File: src/core/ecrp_defines.vh
// constants for the external configuration register port
`ifndef ECRP_DEFINES_VH
`define ECRP_DEFINES_VH

// =====================================================
// field widths
`define ECRP_REG_W        10
`define ECRP_FUNC_W       8
`define ECRP_DATA_W       32
`define ECRP_BE_W         4
`define ECRP_ADDR_W       12

// =====================================================
// forwarding windows, compared on byte address {reg, 2'b00}
`define ECRP_LEG_LO       12'h0B0
`define ECRP_LEG_HI       12'h0BF
`define ECRP_EXT_LO       12'hE80
`define ECRP_EXT_HI       12'hFFF

// =====================================================
// read response timeout, in user clock cycles
`define ECRP_RD_TIMEOUT   262144
`define ECRP_CNT_W        19

// =====================================================
// controller states
`define ECRP_ST_IDLE      1'b0
`define ECRP_ST_WAIT      1'b1

// =====================================================
// reset values
`define ECRP_ZERO_DATA    32'h0000_0000
`define ECRP_ZERO_REG     10'h000
`define ECRP_ZERO_FUNC    8'h00
`define ECRP_ZERO_BE      4'h0
`define ECRP_ZERO_CNT     19'h0_0000

`endif

File: src/core/ecrp_port.v
// external configuration register port: forwards link config accesses to user logic
`timescale 1ns/1ps
`include "ecrp_defines.vh"

module ecrp_port #(
   parameter TIMEOUT_CYCLES = `ECRP_RD_TIMEOUT
) (
   // =====================================================
   // clock and fundamental reset
   input  wire                      ref_clk,
   input  wire                      arst_n,

   // =====================================================
   // option strap
   input  wire                      ext_space_en,

   // =====================================================
   // configuration requests from the link
   input  wire                      link_req_valid,
   input  wire                      link_req_write,
   input  wire [`ECRP_REG_W-1:0]    link_req_reg,
   input  wire [`ECRP_FUNC_W-1:0]   link_req_func,
   input  wire [`ECRP_DATA_W-1:0]   link_req_data,
   input  wire [`ECRP_BE_W-1:0]     link_req_be,
   output reg                       link_req_ready,

   // =====================================================
   // read completion back to the link
   output reg                       link_cpl_valid,
   output reg  [`ECRP_DATA_W-1:0]   link_cpl_data,
   output reg                       link_cpl_auto,

   // =====================================================
   // user side
   output reg                       user_reset,
   output reg                       read_received,
   output reg                       write_received,
   output reg  [`ECRP_REG_W-1:0]    register_number,
   output reg  [`ECRP_FUNC_W-1:0]   function_number,
   output reg  [`ECRP_DATA_W-1:0]   write_data,
   output reg  [`ECRP_BE_W-1:0]     write_byte_enable,
   input  wire [`ECRP_DATA_W-1:0]   read_data,
   input  wire                      read_data_valid
);

   // =====================================================
   // constants
   // cut to the counter width on purpose; the last count fits while TIMEOUT_CYCLES is at most 524288
   localparam integer           TIMEOUT_LAST_I = TIMEOUT_CYCLES - 1;
   localparam [`ECRP_CNT_W-1:0] TIMEOUT_LAST   = TIMEOUT_LAST_I[`ECRP_CNT_W-1:0];

   // controller states
   localparam [0:0]             ST_IDLE        = `ECRP_ST_IDLE;
   localparam [0:0]             ST_WAIT        = `ECRP_ST_WAIT;

   // =====================================================
   // declarations
   reg                       state;
   reg                       next_state;
   reg [`ECRP_CNT_W-1:0]     wait_cnt;
   reg [`ECRP_CNT_W-1:0]     next_wait_cnt;
   reg                       rst_meta;
   reg                       next_req_ready;
   reg                       next_cpl_valid;
   reg [`ECRP_DATA_W-1:0]    next_cpl_data;
   reg                       next_cpl_auto;
   reg                       next_read_received;
   reg                       next_write_received;
   reg [`ECRP_REG_W-1:0]     next_register_number;
   reg [`ECRP_FUNC_W-1:0]    next_function_number;
   reg [`ECRP_DATA_W-1:0]    next_write_data;
   reg [`ECRP_BE_W-1:0]      next_write_byte_enable;

   wire                      taken;
   wire [`ECRP_ADDR_W-1:0]   req_addr;
   wire                      in_leg_win;
   wire                      in_ext_win;
   wire                      fwd_write;
   wire                      fwd_read;
   wire                      user_read;
   wire                      timed_out;

   // =====================================================
   // request decode
   assign taken     = link_req_valid & link_req_ready;

   // register number counts dwords; windows are byte addresses
   assign req_addr  = {link_req_reg, 2'b00};

   assign in_leg_win = (req_addr >= `ECRP_LEG_LO) &&
                       (req_addr <= `ECRP_LEG_HI);
   assign in_ext_win = (req_addr >= `ECRP_EXT_LO) &&
                       (req_addr <= `ECRP_EXT_HI);

   // all writes are strobed when the option is on
   assign fwd_write = taken & link_req_write & ext_space_en;
   // all reads are strobed when the option is on, whatever their address
   assign fwd_read  = taken & ~link_req_write & ext_space_en;

   // only extended-window reads wait for the user to answer
   assign user_read = fwd_read & in_ext_win;

   assign timed_out = (wait_cnt == TIMEOUT_LAST);

   // =====================================================
   // user reset: asserts with arst_n, releases on a clock edge
   always @(posedge ref_clk or negedge arst_n) begin
      if (!arst_n) begin
         rst_meta   <= 1'b1;
         user_reset <= 1'b1;
      end else begin
         rst_meta   <= 1'b0;
         user_reset <= rst_meta;
      end
   end

   // =====================================================
   // next-state logic
   always @* begin
      next_state             = state;
      next_wait_cnt          = wait_cnt;
      next_cpl_valid         = 1'b0;
      next_cpl_data          = `ECRP_ZERO_DATA;
      next_cpl_auto          = 1'b0;
      next_read_received     = 1'b0;
      next_write_received    = 1'b0;
      next_register_number   = register_number;
      next_function_number   = function_number;
      next_write_data        = write_data;
      next_write_byte_enable = write_byte_enable;
      next_req_ready         = link_req_ready;

      case (state)
         ST_IDLE: begin
            if (taken) begin
               // fields latched once and held until the next request
               next_register_number = link_req_reg;
               next_function_number = link_req_func;
               if (link_req_write) begin
                  // every write carries its payload; window writes included
                  if (in_leg_win || in_ext_win || 1'b1) begin
                     next_write_data        = link_req_data;
                     next_write_byte_enable = link_req_be;
                  end
                  next_write_received = fwd_write;
               end else begin
                  next_read_received = fwd_read;
                  if (user_read) begin
                     // hold off new requests until the read completes
                     next_state     = `ECRP_ST_WAIT;
                     next_wait_cnt  = `ECRP_ZERO_CNT;
                     next_req_ready = 1'b0;
                  end else begin
                     // nobody outside answers this one: zero at once
                     next_cpl_valid = 1'b1;
                     next_cpl_data  = `ECRP_ZERO_DATA;
                  end
               end
            end
         end

         ST_WAIT: begin
            if (read_data_valid) begin
               // a late answer is still taken on the timeout cycle
               next_cpl_valid = 1'b1;
               next_cpl_data  = read_data;
               next_state     = `ECRP_ST_IDLE;
               next_req_ready = 1'b1;
            end else if (timed_out) begin
               next_cpl_valid = 1'b1;
               next_cpl_data  = `ECRP_ZERO_DATA;
               next_cpl_auto  = 1'b1;
               next_state     = `ECRP_ST_IDLE;
               next_req_ready = 1'b1;
            end else begin
               next_wait_cnt = wait_cnt + 1'b1;
            end
         end

         default: begin
            next_state     = `ECRP_ST_IDLE;
            next_req_ready = 1'b1;
         end
      endcase
   end

   // =====================================================
   // state and output registers
   always @(posedge ref_clk or negedge arst_n) begin
      if (!arst_n) begin
         state             <= `ECRP_ST_IDLE;
         wait_cnt          <= `ECRP_ZERO_CNT;
         link_req_ready    <= 1'b1;
         link_cpl_valid    <= 1'b0;
         link_cpl_data     <= `ECRP_ZERO_DATA;
         link_cpl_auto     <= 1'b0;
         read_received     <= 1'b0;
         write_received    <= 1'b0;
         register_number   <= `ECRP_ZERO_REG;
         function_number   <= `ECRP_ZERO_FUNC;
         write_data        <= `ECRP_ZERO_DATA;
         write_byte_enable <= `ECRP_ZERO_BE;
      end else begin
         state             <= next_state;
         wait_cnt          <= next_wait_cnt;
         link_req_ready    <= next_req_ready;
         link_cpl_valid    <= next_cpl_valid;
         link_cpl_data     <= next_cpl_data;
         link_cpl_auto     <= next_cpl_auto;
         read_received     <= next_read_received;
         write_received    <= next_write_received;
         register_number   <= next_register_number;
         function_number   <= next_function_number;
         write_data        <= next_write_data;
         write_byte_enable <= next_write_byte_enable;
      end
   end

endmodule

File: config.mk
export PLATFORM = sky130hd
export DESIGN_NAME = ecrp_port
export DESIGN_NICKNAME = d
export VERILOG_FILES = /design/src/core/ecrp_port.v
export VERILOG_INCLUDE_DIRS = /design/src /design/src/core
export SDC_FILE = /design/constraint.sdc
export NUM_CORES = 1
export LEC_CHECK = 0
export BUFFER_PORTS_ARGS = -buffer_cell sky130_fd_sc_hd__buf_2
export CAP_MARGIN = 30
export CORE_ASPECT_RATIO = 0.75
export CORE_MARGIN = 5
export CORE_UTILIZATION = 40
export DETAILED_ROUTE_END_ITERATION = 6
export GPL_TIMING_DRIVEN = 0
export PLACE_DENSITY = 0.75
export SLEW_MARGIN = 20
export SYNTH_ARGS = -nofsm -noshare
export SYNTH_HDL_FRONTEND = slang
export SYNTH_SLANG_ARGS = --single-unit
File: constraint.sdc
create_clock -name ref_clk -period 4.4 [get_ports ref_clk]
set_input_delay 0 -clock ref_clk [delete_from_list [all_inputs] [get_ports ref_clk]]
set_output_delay 0 -clock ref_clk [all_outputs]
set_load 0.02 [all_outputs]
==> flow_metrics.env <==
export IMPL_status="finished, final reports clean"
export IMPL_route_layer_met1_wl_mm=5.40
export IMPL_period_minus_slack_ps=2260
export IMPL_cts_root_buf="clkbuf_16"
export IMPL_cts_tree="yes"
export IMPL_fp_dieW_um=131
export IMPL_timing_fmax_mhz=442
export IMPL_io_pins=184
export IMPL_synth_top_area_frac=0.625
export IMPL_seqCellArea_sq_um=2830
export IMPL_diodes=0
export IMPL_p_per_area_nw_per_um2=358
export IMPL_grt_usage=0.215
export IMPL_path_clk_slew_ps=60
export IMPL_crit_path_max_fanout=10
export IMPL_wl_mm=13.8
export IMPL_overflow=0
export IMPL_slew_headroom=0.415
export IMPL_reg2reg_setup_slack_ps=2140
export IMPL_arrival_ps=2540
export IMPL_fin_area_sq_um=7030
export IMPL_synth_flop_cell="dfrtp_1"
export IMPL_finalHoldViolCount=0
export IMPL_synth_cell_types=46
export IMPL_grt_max_degree=79
export IMPL_drc=0
export IMPL_drive_above_1_share=0.401
export IMPL_rows=33
export IMPL_post_synth_top_count_cell="dfrtp_1"
export IMPL_gp_congestion=0.926
export IMPL_die_area_sq_um=13200
export IMPL_async_reset_ff_frac=1.00
export IMPL_core_sq_um=10900
export IMPL_setup_viol=0
export IMPL_path_class="reg -> reg"
export IMPL_hold_buffers=92
export IMPL_vias=4030
export IMPL_fillers=759
export IMPL_port_buffers=183
export IMPL_clkLatencyLatePin_ps=410
export IMPL_synthCells=360
export IMPL_multiInputGateArea_sq_um=1480
export IMPL_fin_crit_sh=0.514
export IMPL_nets=748
export IMPL_cts_buffers=17
export IMPL_min_path_type="in -> async"
export IMPL_p_leak_nw=3.93
export IMPL_cp_required_ps=4680
export IMPL_postCtsResizedCells=0
export IMPL_synth_seq_area_share=0.643
export IMPL_wl_per_cell_um=17.1
export IMPL_ant_nets=0
export IMPL_cts_setup_buffers=0
export IMPL_synth_edf_count=0
export IMPL_start_kind="register"
export IMPL_avgSynthCellArea_sq_um=12.2
export IMPL_finalPower_w=0.00252
export IMPL_drt_iter0_drc=188
export IMPL_viasPerCell=4.99
export IMPL_synth_area_top_cells="dfrtp_1, mux2_2, nand2_1, and3_1, dfstp_2"
export IMPL_dieHeight_um=101
export IMPL_end_kind="register"
export IMPL_yosysTopAreaCell="dfrtp_1"
export IMPL_grt_pass1_wl_mm=22.8
export IMPL_htreeDepth=4
export IMPL_cts_sinks=113
export IMPL_placed_area_sq_um=5530
export IMPL_syn_to_final_growth_pct=59.6
export IMPL_tightest_slew_ps=865
export IMPL_synth_cell_area_sq_um=4410
export IMPL_met2WireLength_mm=6.97
export IMPL_ys_warn_count=0
export IMPL_whs_ps=48.6
export IMPL_finalSetupTns_ps=0
export IMPL_routed_top_layer="met4"
export IMPL_vdd_drop_max_uv=237
export IMPL_clock_path_buffers=2
export IMPL_rsz0062_at_grt="false"
export IMPL_start_util=0.406
export IMPL_clock_skew_ps=12.8
export IMPL_synth_commonest_cells="dfrtp_1, nand2_1, mux2_2"
export IMPL_hpwlAfterDp_mm=8.89
export IMPL_route_met3_wl_mm=1.18
export IMPL_drv_cap=0
export IMPL_grt_pass1_vias=4356
export IMPL_antenna_found_initial=0
export IMPL_slew_viol_final=0
export IMPL_drt_pass1_iterations=5
export IMPL_synth_nets=453
export IMPL_ys_ff_latch=113
where the power goes:
group	leakage, nW	switching, W	internal, W
Clock	0.274	0.000486	0.000853
Combinational	2.10	0.0000521	0.0000848
Sequential	1.56	0.000000404	0.00104
Total	3.93	0.000538	0.00198
critical path, cell delays in order, from the launching register on:
cell and delay (ps):
dfstp_2 530, nand3b_1 240, nor4b_1 830, a211oi_4 110, buf_6 200, o21ai_1 130, o21ai_0 90
path summary, 6_finish.rpt:
path / startpoint / cells after the start / end
worst max-delay path: link_req_ready$_DFFE_PN1P_ / 6 / wait_cnt[10]$_DFFE_PN0P_
worst min-delay path: arst_n / 2 / state$_DFF_PN0_
worst max register to register: link_req_ready$_DFFE_PN1P_ / 6 / wait_cnt[10]$_DFFE_PN0P_
worst min register to register: rst_meta$_DFF_PN1_ / 0 / user_reset$_DFF_PN1_
max in group asynchronous: arst_n / 3 / rst_meta$_DFF_PN1_
min in group ref_clk: read_data_valid / 3 / link_req_ready$_DFFE_PN1P_
cell type report:
class	instances	share of cell area
sequential	113	0.403
inverter	6	0.00320
buffer	17	0.0109
clock inverter	11	0.0187
tap	140	0.0249
multi-input combinational	224	0.210
clock buffer	21	0.0640
timing repair buffer	276	0.266
cells in the final DEF, fill, tap and decap left out, drive strengths merged, types with 6 or more instances in the layout:
cell	Yosys	layout
and3	35	35
nor2	10	10
dlygate4sd3	0	92
dfrtp	110	110
clkbuf	13	34
mux2	41	41
a21oi	8	8
o21ai	14	14
inv	6	8
nand3	10	10
nand2	59	59
buf	4	188
nor3	6	6
kinds of logic (layout without fill, tap and decap cells):
logic type,count (synthesis),count (layout),synth area share
flip-flops,113,113,0.643
other,1,1,0.000851
adder cells (fa/ha/maj),1,1,0.00284
AO/OA/AOI/OAI,40,40,0.0613
AND/OR/NAND/NOR,139,139,0.161
XOR/XNOR,1,1,0.00199
buffers and inverters,23,331,0.0224
multiplexers,42,42,0.107
state kept, by name, indices dropped and copies added (netlist names):
register / count
link_cpl_auto: 1
link_cpl_valid: 1
register_number: 10
read_received: 1
write_received: 1
state: 1
link_req_ready: 1
write_byte_enable: 4
wait_cnt: 19
link_cpl_data: 32
function_number: 8
write_data: 32
user_reset: 1
rst_meta: 1
layer usage:
layer / track usage / vias up
met5: 0 / -
met1: 0.249 / 1968
met4: 0.0903 / 0
met2: 0.369 / 178
li1: - / 1855
met3: 0.0734 / 29
metrics by stage:
step                      std cells  setup slack [ps]   util
after floorplan                 360              2370      -
after global placement          683              2050  0.506
after detailed placement        684              2170  0.509
after CTS                       808              2120  0.648
after global routing            808              2000  0.648
final                           808              2140  0.648
No activity file was read; power rests on OpenSTA's default activity.
